[src/vcm_pkg.sv]
package vcm_pkg;
    // Clock figures
    localparam int CLK_HZ = 20_000_000;
    localparam int CLK_KHZ = CLK_HZ / 1000;
    // Comparison period and averaging window, as times
    localparam int PERIOD_MS = 100;
    localparam int WIN_US = 1500;
    localparam int PERIOD_CYC = PERIOD_MS * CLK_KHZ;
    localparam int WIN_CYC = (WIN_US * CLK_KHZ) / 1000;
    // Window is taken as a fixed number of evenly spaced samples
    localparam int SAMPLE_SH = 5;
    localparam int SAMPLE_NUM = 1 << SAMPLE_SH;
    localparam int GAP_CYC = WIN_CYC / SAMPLE_NUM;
    // Least time a code must hold before it counts as settled
    localparam int SKEW_NS = 400;
    localparam int SKEW_CYC = (SKEW_NS * CLK_KHZ + 999_999) / 1_000_000;
    // Voltage units: reading LSBs with three fraction bits
    localparam int FRAC = 3;
    localparam int VW = 8 + FRAC;
    localparam int SW = VW + 1;
    localparam int ACCW = VW + SAMPLE_SH;
    // Ceiling on the upper bound, in 0.1 mV, against full scale
    localparam int CEIL_MV10 = 15875;
    localparam int FS_MV10 = 16000;
    localparam logic [SW-1:0] UPPER_CEIL =
        SW'((CEIL_MV10 * 256 * (1 << FRAC)) / FS_MV10);
    // Code-to-voltage line per mode (volt = base - code * step)
    localparam logic [VW-1:0] BASE_LEG = 11'h7f8;
    localparam logic [VW-1:0] STEP_LEG = 11'h010;
    localparam logic [VW-1:0] BASE_EXT = 11'h7f8;
    localparam logic [VW-1:0] STEP_EXT = 11'h008;
    localparam logic [VW-1:0] BASE_NEW = 11'h7f8;
    localparam logic [VW-1:0] STEP_NEW = 11'h008;
    // Codes that command the regulator off
    localparam logic [6:0] OFF_LEG = 7'h3f;
    localparam logic [6:0] OFF_NEW = 7'h00;

    typedef enum logic [1:0] {
        VCM_LEGACY = 2'h0,
        VCM_EXTENDED = 2'h1,
        VCM_NEWER = 2'h2,
        VCM_NEWER_ALT = 2'h3
    } vcm_mode_t;

    typedef enum logic [1:0] {
        VCM_IDLE = 2'h0,
        VCM_SAMPLE = 2'h1,
        VCM_COMPARE = 2'h3
    } vcm_state_t;
endpackage : vcm_pkg

[src/vcm_dyn_check.sv]
`timescale 1ns/1ps
`default_nettype none
// How it works
// RQ1: Each core-supply reading is checked against bounds built from its own processor's voltage code.
// RQ2: This check runs on its own and never waits on or masks the fixed-limit check.
// RQ3: A two-bit mode picks legacy, extended or one of two newer code sets. Both newer modes share one code set here.
// RQ4: The processor changes its code at most one step per 5 us in legacy mode.
// RQ5: A code is used only after it has held still for a short settle time.
// RQ6: The code voltage is averaged over a 1.5 ms window of evenly spaced samples.
// RQ7: Comparison at the end of the cycle uses the averaged voltage only.
// RQ8: Upper bound is average plus upper offset; lower is average minus lower offset.
// RQ9: A reading above the upper or below the lower bound makes an error pulse.
// RQ10: The comparison runs once every 100 ms.
// RQ11: A regulator-off code anywhere in the window skips that sample's check.
// RQ12: If average plus upper offset passes 1.5875 V only the lower check runs.
// RQ13: In legacy mode the two bit-six pins are general inputs, else code bit six.
// RQ14: Auxiliary and negative-rail readings can be routed to fan control.
// RQ15: Routed readings are returned signed by inverting the top bit.
// RQ16: Each error sets a sticky flag per processor that can drive the alert.
module vcm_dyn_check
    import vcm_pkg::*;
#(
    parameter int PERIOD_CYCLES = PERIOD_CYC
) (
    input wire logic core_clk,
    input wire logic arst_n,
    input wire logic clk_en,
    input wire logic [5:0] cpu1_voltage_id_bus,
    input wire logic [5:0] cpu2_voltage_id_bus,
    input wire logic cpu1_voltage_id_bit_six,
    input wire logic cpu2_voltage_id_bit_six,
    input wire logic [7:0] cpu1_core_supply_input,
    input wire logic [7:0] cpu2_core_supply_input,
    input wire logic [7:0] auxiliary_sense_input,
    input wire logic [7:0] negative_rail_sense_input,
    input wire logic [1:0] vid_mode,
    input wire logic [7:0] upper_offset,
    input wire logic [7:0] lower_offset,
    input wire logic dyn_check_en,
    input wire logic alert_en,
    input wire logic cpu1_err_clear,
    input wire logic cpu2_err_clear,
    input wire logic aux_route_en,
    input wire logic neg_route_en,
    output logic cpu1_dyn_err_pulse,
    output logic cpu2_dyn_err_pulse,
    output logic cpu1_dyn_err_flag,
    output logic cpu2_dyn_err_flag,
    output logic cpu1_gp_input,
    output logic cpu2_gp_input,
    output logic dyn_alert,
    output logic cycle_done,
    output logic [7:0] aux_fan_temp,
    output logic aux_fan_temp_valid,
    output logic [7:0] neg_fan_temp,
    output logic neg_fan_temp_valid
);
    // Reset release through two flops
    logic [1:0] rst_sync_q;
    wire rst_n = rst_sync_q[1];

    always_ff @(posedge core_clk or negedge arst_n) begin
        if (!arst_n) begin
            rst_sync_q <= 2'b00;
        end else begin
            rst_sync_q <= {rst_sync_q[0], 1'b1};
        end
    end

    // Pins from the processors come from outside the clock domain
    wire [6:0] vid_raw [2];
    assign vid_raw[0] = {cpu1_voltage_id_bit_six, cpu1_voltage_id_bus};
    assign vid_raw[1] = {cpu2_voltage_id_bit_six, cpu2_voltage_id_bus};
    wire [7:0] reading [2];
    assign reading[0] = cpu1_core_supply_input;
    assign reading[1] = cpu2_core_supply_input;
    wire err_clear [2];
    assign err_clear[0] = cpu1_err_clear;
    assign err_clear[1] = cpu2_err_clear;

    // RQ3 mode select
    wire vcm_mode_t mode = vcm_mode_t'(vid_mode);
    wire legacy = (mode == VCM_LEGACY);

    // Period timer and window launch
    logic [31:0] period_q;
    vcm_state_t state_q;
    vcm_state_t state_d;
    // RQ10 one comparison per period
    wire period_end = (period_q == 32'(PERIOD_CYCLES - 1));
    // Window is placed so that it closes shortly before the period ends
    wire win_start = (state_q == VCM_IDLE) &&
        (period_q == 32'(PERIOD_CYCLES - WIN_CYC - SKEW_CYC - 4));

    always_ff @(posedge core_clk or negedge rst_n) begin
        if (!rst_n) begin
            period_q <= '0;
        end else if (clk_en) begin
            period_q <= period_end ? '0 : period_q + 32'h1;
        end
    end

    logic [1:0] done;
    logic [1:0] off_seen;
    logic [VW-1:0] avg [2];

    // Sequencer: wait, sample the window, compare once
    always_comb begin
        state_d = state_q;
        case (state_q)
            VCM_IDLE: begin
                if (win_start) begin
                    state_d = VCM_SAMPLE;
                end
            end
            VCM_SAMPLE: begin
                if (done[0]) begin
                    state_d = VCM_COMPARE;
                end
            end
            VCM_COMPARE: begin
                state_d = VCM_IDLE;
            end
            default: begin
                state_d = VCM_IDLE;
            end
        endcase
    end

    always_ff @(posedge core_clk or negedge rst_n) begin
        if (!rst_n) begin
            state_q <= VCM_IDLE;
        end else if (clk_en) begin
            state_q <= state_d;
        end
    end

    // RQ7 compare strobe only after the window's mean is ready
    // RQ2 own strobe, shares nothing with any fixed-limit check
    wire compare = (state_q == VCM_COMPARE) && dyn_check_en;

    logic [1:0] err_pulse_q;
    logic [1:0] err_flag_q;
    logic [1:0] gp_q;

    // Per-processor synchroniser, averager and bound check
    for (genvar ch = 0; ch < 2; ch++) begin : g_chan
        logic [6:0] vid_s1_q;
        logic [6:0] vid_s2_q;

        always_ff @(posedge core_clk or negedge rst_n) begin
            if (!rst_n) begin
                vid_s1_q <= '0;
                vid_s2_q <= '0;
            end else if (clk_en) begin
                vid_s1_q <= vid_raw[ch];
                vid_s2_q <= vid_s1_q;
            end
        end

        // RQ13 bit six only counts outside legacy mode
        wire [6:0] code = {vid_s2_q[6] && !legacy, vid_s2_q[5:0]};

        // RQ1 each averager sees its own processor's code
        vcm_vid_avg u_avg (
            .clk(core_clk),
            .rst_n(rst_n),
            .ce(clk_en),
            .vid_code(code),
            .mode(mode),
            .win_start(win_start),
            .avg_q(avg[ch]),
            .off_q(off_seen[ch]),
            .done_q(done[ch])
        );

        // RQ8 bounds from the mean plus and minus the offsets
        wire [SW-1:0] rd = SW'({reading[ch], {FRAC{1'b0}}});
        wire [SW-1:0] up = SW'(avg[ch]) + SW'({upper_offset, {FRAC{1'b0}}});
        wire [SW-1:0] lo_off = SW'({lower_offset, {FRAC{1'b0}}});
        wire lo_valid = SW'(avg[ch]) >= lo_off;
        wire [SW-1:0] lo = SW'(avg[ch]) - lo_off;
        // RQ12 upper check dropped past the ceiling
        wire up_ok = (up <= UPPER_CEIL);
        // RQ9 outside either bound
        wire over = up_ok && (rd > up);
        wire under = lo_valid && (rd < lo);
        // RQ11 skip a sample that saw the off code
        wire hit = compare && !off_seen[ch] && (over || under);

        // RQ16 sticky flag, a new error wins over a clear
        always_ff @(posedge core_clk or negedge rst_n) begin
            if (!rst_n) begin
                err_pulse_q[ch] <= 1'b0;
                err_flag_q[ch] <= 1'b0;
                gp_q[ch] <= 1'b0;
            end else if (clk_en) begin
                err_pulse_q[ch] <= hit;
                err_flag_q[ch] <= hit || (err_flag_q[ch] && !err_clear[ch]);
                // RQ13 general input level, shown only in legacy mode
                gp_q[ch] <= legacy && vid_s2_q[6];
            end
        end
    end

    assign cpu1_dyn_err_pulse = err_pulse_q[0];
    assign cpu2_dyn_err_pulse = err_pulse_q[1];
    assign cpu1_dyn_err_flag = err_flag_q[0];
    assign cpu2_dyn_err_flag = err_flag_q[1];
    assign cpu1_gp_input = gp_q[0];
    assign cpu2_gp_input = gp_q[1];

    // RQ16 alert from either flag; late by one cycle behind the flags
    always_ff @(posedge core_clk or negedge rst_n) begin
        if (!rst_n) begin
            dyn_alert <= 1'b0;
            cycle_done <= 1'b0;
        end else if (clk_en) begin
            dyn_alert <= alert_en && (|err_flag_q);
            cycle_done <= (state_q == VCM_COMPARE);
        end
    end

    // RQ15 signed form: invert the top bit of the conversion code
    wire [7:0] aux_signed = {~auxiliary_sense_input[7],
        auxiliary_sense_input[6:0]};
    wire [7:0] neg_signed = {~negative_rail_sense_input[7],
        negative_rail_sense_input[6:0]};

    // RQ14 routing to fan control, refreshed each period
    always_ff @(posedge core_clk or negedge rst_n) begin
        if (!rst_n) begin
            aux_fan_temp <= '0;
            aux_fan_temp_valid <= 1'b0;
            neg_fan_temp <= '0;
            neg_fan_temp_valid <= 1'b0;
        end else if (clk_en) begin
            aux_fan_temp_valid <= aux_route_en;
            neg_fan_temp_valid <= neg_route_en;
            if (aux_route_en && period_end) begin
                aux_fan_temp <= aux_signed;
            end
            if (neg_route_en && period_end) begin
                neg_fan_temp <= neg_signed;
            end
        end
    end
endmodule : vcm_dyn_check
`default_nettype wire

[src/vcm_vid_avg.sv]
`timescale 1ns/1ps
`default_nettype none
module vcm_vid_avg
    import vcm_pkg::*;
(
    input wire logic clk,
    input wire logic rst_n,
    input wire logic ce,
    input wire logic [6:0] vid_code,
    input wire vcm_mode_t mode,
    input wire logic win_start,
    output logic [VW-1:0] avg_q,
    output logic off_q,
    output logic done_q
);
    logic [6:0] last_q;
    logic [6:0] code_q;
    logic [3:0] hold_q;
    logic [15:0] gap_q;
    logic [SAMPLE_SH:0] left_q;
    logic [ACCW-1:0] acc_q;
    logic busy_q;

    // RQ5 skew filter: a code counts only after it has held still
    wire stable = (vid_code == last_q);
    wire settled = stable && (hold_q == 4'(SKEW_CYC - 1));

    // Voltage of the settled code under the current mode
    wire legacy = (mode == VCM_LEGACY);
    wire newer = (mode == VCM_NEWER) || (mode == VCM_NEWER_ALT);
    wire [VW-1:0] base = legacy ? BASE_LEG : (newer ? BASE_NEW : BASE_EXT);
    wire [VW-1:0] step = legacy ? STEP_LEG : (newer ? STEP_NEW : STEP_EXT);
    wire [VW+6:0] drop = 18'(code_q) * 18'(step);
    wire [VW-1:0] volt = (drop > 18'(base)) ? '0 : base - VW'(drop);
    // RQ11 regulator-off code seen
    wire is_off = code_q == (newer ? OFF_NEW : OFF_LEG);
    wire take = busy_q && (gap_q == 16'(GAP_CYC - 1));
    wire last = take && (left_q == (SAMPLE_SH + 1)'(1));

    // Skew filter registers
    always_ff @(posedge clk or negedge rst_n) begin
        if (!rst_n) begin
            last_q <= '0;
            code_q <= '0;
            hold_q <= '0;
        end else if (ce) begin
            last_q <= vid_code;
            hold_q <= (!stable) ? '0 : (settled ? hold_q : hold_q + 4'h1);
            if (settled) begin
                code_q <= vid_code;
            end
        end
    end

    // RQ6 window sampling and accumulation
    always_ff @(posedge clk or negedge rst_n) begin
        if (!rst_n) begin
            busy_q <= 1'b0;
            gap_q <= '0;
            left_q <= '0;
            acc_q <= '0;
            off_q <= 1'b0;
        end else if (ce) begin
            if (win_start) begin
                busy_q <= 1'b1;
                gap_q <= '0;
                left_q <= (SAMPLE_SH + 1)'(SAMPLE_NUM);
                acc_q <= '0;
                off_q <= is_off;
            end else if (busy_q) begin
                gap_q <= take ? '0 : gap_q + 16'h1;
                // RQ11 off at any point marks the sample
                off_q <= off_q || is_off;
                if (take) begin
                    acc_q <= acc_q + ACCW'(volt);
                    left_q <= left_q - (SAMPLE_SH + 1)'(1);
                end
                if (last) begin
                    busy_q <= 1'b0;
                end
            end
        end
    end

    // RQ6 mean of the window, ready with the done pulse
    wire [ACCW-1:0] acc_fin = acc_q + ACCW'(volt);
    always_ff @(posedge clk or negedge rst_n) begin
        if (!rst_n) begin
            avg_q <= '0;
            done_q <= 1'b0;
        end else if (ce) begin
            done_q <= last;
            if (last) begin
                avg_q <= VW'(acc_fin >> SAMPLE_SH);
            end
        end
    end
endmodule : vcm_vid_avg
`default_nettype wire

[config.mk]
export PLATFORM = sky130hd
export DESIGN_NAME = vcm_dyn_check
export DESIGN_NICKNAME = d
export VERILOG_FILES = /design/src/vcm_pkg.sv /design/src/vcm_dyn_check.sv /design/src/vcm_vid_avg.sv
export SDC_FILE = /design/constraint.sdc
export NUM_CORES = 1
export LEC_CHECK = 0
export ABC_AREA = 1
export CAP_MARGIN = 5
export CORE_ASPECT_RATIO = 0.6
export CORE_MARGIN = 1
export CORE_UTILIZATION = 50
export CTS_BUF_LIST = sky130_fd_sc_hd__clkbuf_16
export DETAILED_ROUTE_END_ITERATION = 6
export DONT_BUFFER_PORTS = 1
export PLACE_DENSITY = 0.65
export SYNTH_ARGS = -nofsm -noshare
export SYNTH_HDL_FRONTEND = slang
export SYNTH_SLANG_ARGS = --single-unit
export TNS_END_PERCENT = 100
[constraint.sdc]
create_clock -name core_clk -period 20.3 [get_ports core_clk]
set_input_delay 2.03 -clock core_clk [delete_from_list [all_inputs] [get_ports core_clk]]
set_output_delay 2.03 -clock core_clk [all_outputs]
set_load 0.03 [all_outputs]
==> metrics.txt, run 1 <==
Clock Skew=0.0207 ns; worst-margin pin slew=0.904 ns; Via density=5.33; outcome=finished, final reports clean; diodes inserted=0; commonest cells in the netlist=nand2_1, inv_1, dfrtp_1, o21ai_0, nor2_1; Final Max Slew Viols=0; Hold Vio Cnt, Final=0; fraction of registers with async set/reset=100%; Ports=between 90 and 100; largest net degree at the start of global routing=approximately 160; Final Cycle Share=between 30% and 40%; min cycle time layout=roughly 6.5 ns; synth warn=0; first-pass GRT wire length=60700 um; most frequent cell on the critical path=ha_1; Final ANT Viol Nets=0; Max-slew headroom=39.8%; area growth from synthesis to layout=6.69%; Bufs on Longest Clock Path=3; largest area contributor in the netlist=dfrtp_1; synth unique cells=44; Critical Path, Cell by Cell=nor2_4, inv_1, nor2_1, ha_1, ha_1, ha_1, fa_1, nand2_1, a21oi_1, or2_2, xnor2_1, a21oi_1, ha_1, inv_1, fa_1, o21ai_0, nand3_1, a21oi_1, xor2_1, o21ai_0; Setup crit start kind=input pin; dpl hpwl=roughly 28000 um; placed cells=2348; die area=~0.03 mm2; met1 Use GR=41.5%; Routed WL=36900 um; post_cts resized=0; VDD IR max=0.0647 mV; Critical Path Max Stage Delay=0.45 ns; GR Layer Usage met2=between 30% and 40%; antenna violations before repair=0; Hold Buf Count CTS=0; Most used DFF post-synth=dfrtp_1; met3 Use GR=slightly below 5%; Worst Hold Class=reg -> reg; number of buffers created by CTS=23; postcts setup bufs=0; Iteration-0 DRC Markers=1082; clock root buffer=clkbuf_16; max-cap viol count=0; die width=between 200 and 250 um; Core Area=0.0291 mm2; final net count=2181; Syn Std Cell Area=0.0150 mm2; most frequent cell after synthesis=nand2_1; Post-Layout Cell Count=2387; share of layout cells above drive strength 1=3.93%; Skew-Pair Late Insertion Delay=between 0.5 and 0.6 ns; RePlAce Congestion=between 0.9 and 1; largest cells by area after synthesis=dfrtp_1, nand2_1, ha_1; Lkg Pwr=about 8.4 nW; Clock transition at path regs=0.06 ns; CP max-delay cell=fa_1; Worst setup EP type=register; per-cell routed wire length=15.5 um; CTS tree=built; endpoints failing setup=0; drt pass-1 iters=7; number of global-route vias before repair=11.5k; mean post-synth cell area=7.55 um2; Via Count=12.7k; crit path max fanout=25; H-tree levels=1; setup TNS=0 ns; kind of critical path=in -> reg; #FFs+latches synth=223; GR Overflow Total=0; Row Count=between 40 and 50; share of the synthesized area in the top cell type=37.3%; Syn Inst Count=1983; post-synthesis sequential area ratio=37.3%; GRT Util Overall=24.7%; PortBufs=0; RSZ-0062 raised after global routing=no; Die Span Y=around 140 um; CP required=20.69 ns; max frequency=about 150 MHz; initial core utilization=51.5%; crit path DAT=6.88 ns; CTS sink cnt=223; Power Density=69.5 mW/mm2; Post-synth EDFFs=0; DRC Markers=0; busiest grt layer=met1
## per-layer routing
layer	share of wire (%)	vias up
met5	0	-
met4	1.0	0
met3	6.6	28
met2	37	327
met1	55	5963
li1	-	6411
## cell families after synthesis
group / count (synthesis) / synth area share [%]
adders and majority gates: 135 / 11.8
buffers and inverters: 310 / 8.26
other: 2 / 0.0502
and+or+nand+nor: 984 / 28.7
DFF: 223 / 37.3
xor gates and xnor gates: 96 / 5.61
AOI/OAI and AO/OA: 233 / 8.35
## final cells by class
cell class              count  area [um2]
clock buffers              23         576
clock inverters            16         100
fillers                  2805       13100
inverters                 264         993
multi-input cells        1458        8190
flip-flops and latches    223        5580
well taps                 400         500
repair buffers              3        35.0
## critical path: cells and delay by family
family          cells  cell delay, ns
xor+xnor            2            0.47
buf+inv             2            0.32
compound gates      5            1.01
simple gates        5            1.10
fa+ha+maj           6            1.94
## per-stage QoR
stage               total power, W  utilization (%)  hold WS [ns]  setup slack [ns]  area (um2)
floorplan                 0.000673                -         0.331             13.63       15000
global placement          0.000713             52.6         0.345             13.39       15300
detailed placement        0.000718             52.6         0.337             13.30       15300
CTS                        0.00112             55.0         0.363             13.83       16000
global route               0.00117             55.0         0.373             13.38       16000
finish                     0.00111             55.0         0.360             13.80       16000
## cells in the final DEF, fill, tap and decap left out, types with 2 or more instances in the layout
| cell type | Yosys | routed |
|---|---|---|
| ha_1 | 125 | 125 |
| nor2_1 | 133 | 133 |
| or2_2 | 8 | 8 |
| nor3_1 | 35 | 35 |
| a21o_1 | 11 | 11 |
| inv_2 | 4 | 4 |
| clkbuf_16 | 0 | 23 |
| nor2_4 | 5 | 5 |
| nand3_1 | 121 | 121 |
| a21oi_1 | 60 | 60 |
| conb_1 | 2 | 10 |
| o21a_1 | 5 | 5 |
| nor4_2 | 2 | 2 |
| a31oi_1 | 3 | 3 |
| clkinv_1 | 0 | 7 |
| o21ai_1 | 10 | 10 |
| nor3_2 | 3 | 3 |
| o21ai_0 | 134 | 134 |
| fa_1 | 10 | 10 |
| dfrtp_1 | 223 | 222 |
| nor4_1 | 16 | 16 |
| inv_1 | 259 | 261 |
| nand2_2 | 8 | 8 |
| o211ai_1 | 2 | 2 |
| xnor2_1 | 32 | 32 |
| nor2_2 | 4 | 4 |
| xor2_1 | 64 | 64 |
| buf_4 | 4 | 2 |
| nand4_1 | 83 | 83 |
| nand2_1 | 560 | 560 |
| clkinv_2 | 0 | 4 |
| o21ai_2 | 4 | 4 |
## sequential cells by signal, indices dropped and copies added, names as in the netlist, 2 cells and up
name / flops
g_chan.u_avg.last_q: 14
state_q: 2
g_chan.u_avg.hold_q: 8
g_chan.u_avg.off_q: 2
g_chan.vid_s2_q: 14
g_chan.vid_s1_q: 14
g_chan.u_avg.left_q: 12
aux_fan_temp: 8
period_q: 32
g_chan.u_avg.code_q: 14
neg_fan_temp: 8
g_chan.u_avg.gap_q: 32
g_chan.u_avg.avg_q: 22
g_chan.u_avg.acc_q: 26
rst_sync_q: 2
g_chan.u_avg.busy_q: 2
## final timing paths
path                            cells after the start                       from                  endpoint  slack (ns)
worst min register to register                      0              rst_sync_q[0]             rst_sync_q[1]        0.36
worst max-delay path                               20                vid_mode[1]  g_chan[1].u_avg.avg_q[8]       13.80
worst max register to register                     19  g_chan[1].u_avg.code_q[4]  g_chan[1].u_avg.avg_q[8]       15.42
max in group asynchronous                           1              rst_sync_q[1]           aux_fan_temp[2]       18.54
min in group asynchronous                           0              rst_sync_q[1]  g_chan[0].u_avg.acc_q[8]        0.41
worst min-delay path                                0              rst_sync_q[0]             rst_sync_q[1]        0.36
## power by group
group | switching, W | leakage, nW | internal, W | total (W)
logic | 0.000125 | 5.19 | 0.0000724 | 0.000197
registers | 0.0000400 | 2.87 | 0.000476 | 0.000516
clock network | 0.000180 | 0.340 | 0.000218 | 0.000397
Power figures use the tool's default switching activity.
==> inputs of run 2 (changes only) <==
--- a/config.mk
+++ b/config.mk
@@ -13,7 +13,7 @@
 export CTS_BUF_LIST = sky130_fd_sc_hd__clkbuf_16
 export DETAILED_ROUTE_END_ITERATION = 6
 export DONT_BUFFER_PORTS = 1
-export PLACE_DENSITY = 0.65
+export PLACE_DENSITY = 0.68
 export SYNTH_ARGS = -nofsm -noshare
 export SYNTH_HDL_FRONTEND = slang
 export SYNTH_SLANG_ARGS = --single-unit
==> constraint.sdc (replaced) <==
create_clock -name core_clk -period 5.5 [get_ports core_clk]
set_input_delay 0.55 -clock core_clk [delete_from_list [all_inputs] [get_ports core_clk]]
set_output_delay 0.55 -clock core_clk [all_outputs]
set_load 0.03 [all_outputs]
==> metrics.txt, run 2 (synthesis gave the netlist of run 1 again) <==
outcome=finished, final reports clean; Row Count=48 (unchanged); CTS sink cnt=223 (unchanged); biggest regs=g_chan.u_avg.gap_q (32), period_q (32), g_chan.u_avg.acc_q (26); max-cap viol count=0 (unchanged); wire length on met2=14100 um (+1.7%); Power Density=263 mW/mm2 (+280%); area growth from synthesis to layout=7.35%; diodes inserted=0 (unchanged); dpl hpwl=27800 um (-0.47%); crit path max fanout=7 (-72%); H-tree levels=1 (unchanged); die width=225 um (unchanged); footprint of the multi-input gates=0.00819 mm2 (unchanged); FF/Latch Area=0.00558 mm2 (unchanged); WHS=0.121 ns (-0.239 ns); Lkg Pwr=8.45 nW (+0.63%); number of buffers created by CTS=22 (-4.3%); min cycle time layout=4.55 ns; flop2flop setup slack=0.95 ns (-14.47 ns); Routed WL=36400 um (-1.3%); Bufs on Longest Clock Path=3 (unchanged); Final Max Slew Viols=0 (unchanged); endpoints failing setup=0 (unchanged); Via density=5.33 (-0.11%); Core Area=0.0291 mm2 (unchanged); DRC Markers=0 (unchanged); Ports=99 (unchanged); initial core utilization=51.5% (unchanged); Via Count=12.7k (+0.094%); first-pass GRT wire length=60800 um (+0.18%); worst-margin pin slew=0.941 ns (+0.0373 ns); most frequent cells in the layout=nand2_1, inv_1, dfrtp_1, o21ai_0, nor2_1; Filler Cell Count=2795 (-0.36%); Final ANT Viol Nets=0 (unchanged); Skew-Pair Late Insertion Delay=0.54 ns (about the same); GRT Util Overall=24.6% (-0.11 points); setup TNS=0 ns (unchanged); antenna violations before repair=0 (unchanged); Worst Hold Class=in -> reg; Setup crit start kind=register; Worst setup EP type=register; routed wl met3=2410 um (-1.6%); Clock Skew=0.0246 ns (+0.00395 ns); final net count=2184 (+0.14%); Metal-1 WL=19700 um (-3.0%); share of layout cells above drive strength 1=4.07% (+0.14 points); VDD IR max=0.205 mV (+220%); PortBufs=0 (unchanged); commonest non-fill, non-tap cell in the layout=nand2_1; number of global-route vias before repair=11.6k (+1.4%); DR top layer=met4; Die Span Y=136 um (unchanged); RSZ-0062 raised after global routing=no; CTS tree=built; CP required=5.89 ns (-14.80 ns); Clock transition at path regs=0.06 ns (about the same); per-cell routed wire length=15.2 um (-1.5%); drt pass-1 iters=5 (-2); RePlAce Congestion=0.950 (+1.7%); die area=0.0307 mm2 (unchanged); Hold Vio Cnt, Final=0 (unchanged); clock root buffer=clkbuf_16; GR Overflow Total=0 (unchanged); Iteration-0 DRC Markers=1132 (+4.6%); crit path DAT=4.95 ns (-1.93 ns); Final Cycle Share=around 83%; Max-slew headroom=37.3% (-2.5 points); kind of critical path=reg -> reg; max frequency=roughly 220 MHz; largest net degree at the start of global routing=119 (-27%)
-- run 2: changes by cell type in the layout (fill, tap and decap cells not counted), sizes merged --
cell         change
buf              +3
inv              +1
clkbuf           -1
bufinv           +3
dlygate4sd3      +1
clkinv           -2
-- run 2: worst paths after layout --
check,start,end,cells after the start
max reg2reg,g_chan[1].u_avg.code_q[4],g_chan[1].u_avg.avg_q[8],19
min in group asynchronous,arst_n,rst_sync_q[1],1
min,auxiliary_sense_input[7],aux_fan_temp[7],1
max,g_chan[1].u_avg.code_q[4],g_chan[1].u_avg.avg_q[8],19
max in group asynchronous,rst_sync_q[1],period_q[26],1
min reg2reg,rst_sync_q[1],g_chan[0].u_avg.avg_q[3],0
-- run 2: cell type report --
type	instances	area share, %
inverters	264	6.18
clock inverters	18	1.19
repair buffers	7	0.420
flip-flops and latches	223	34.7
clock buffers	22	3.42
well taps	400	3.11
multi-input cells	1458	50.9
-- run 2: where the power goes --
| part | internal [W] | switching, W | leakage, nW |
|---|---|---|---|
| registers | 0.00176 | 0.000145 | 2.87 |
| logic | 0.000270 | 0.000462 | 5.21 |
| clock network | 0.000918 | 0.000668 | 0.373 |
-- run 2: worst max-delay path, stage by stage (launching register included) --
cell and delay [ns]:
dfrtp_1 0.36, inv_1 0.13, nor2_1 0.07, ha_1 0.29
ha_1 0.29, ha_1 0.33, fa_1 0.44, nand2_1 0.11
a21oi_1 0.06, or2_2 0.28, xnor2_1 0.14, buf_4 0.16
nor2_1 0.15, inv_1 0.08, fa_1 0.45, o21ai_0 0.42
nand3_1 0.16, a21oi_1 0.20, xor2_1 0.19, o21ai_0 0.09
-- run 2: through the flow --
step | cells | area (um2) | total power [W] | utilization [%] | worst slack [ns]
floorplan | 1991 | 15000 | 0.00248 | - | 0.767
global placement | 2351 | 15300 | 0.00263 | 52.7 | 0.506
detailed placement | 2351 | 15300 | 0.00265 | 52.7 | 0.431
CTS | 2392 | 16100 | 0.00425 | 55.3 | 0.938
global route | 2392 | 16100 | 0.00446 | 55.3 | 0.582
finish | 2392 | 16100 | 0.00422 | 55.3 | 0.946
-- run 2: metal layers --
metal | vias up | global-route usage, %
met4 | 0 | 2.99
met1 | 5933 | 40.8
met3 | 26 | 4.28
met5 | - | 0
li1 | 6421 | -
met2 | 361 | 33.1
-- run 2: repair_timing --
item,CTS,global route
hold buffers,1,0
hold endpoints to repair,2,0
gates resized for setup,0,0
setup buffers,0,0
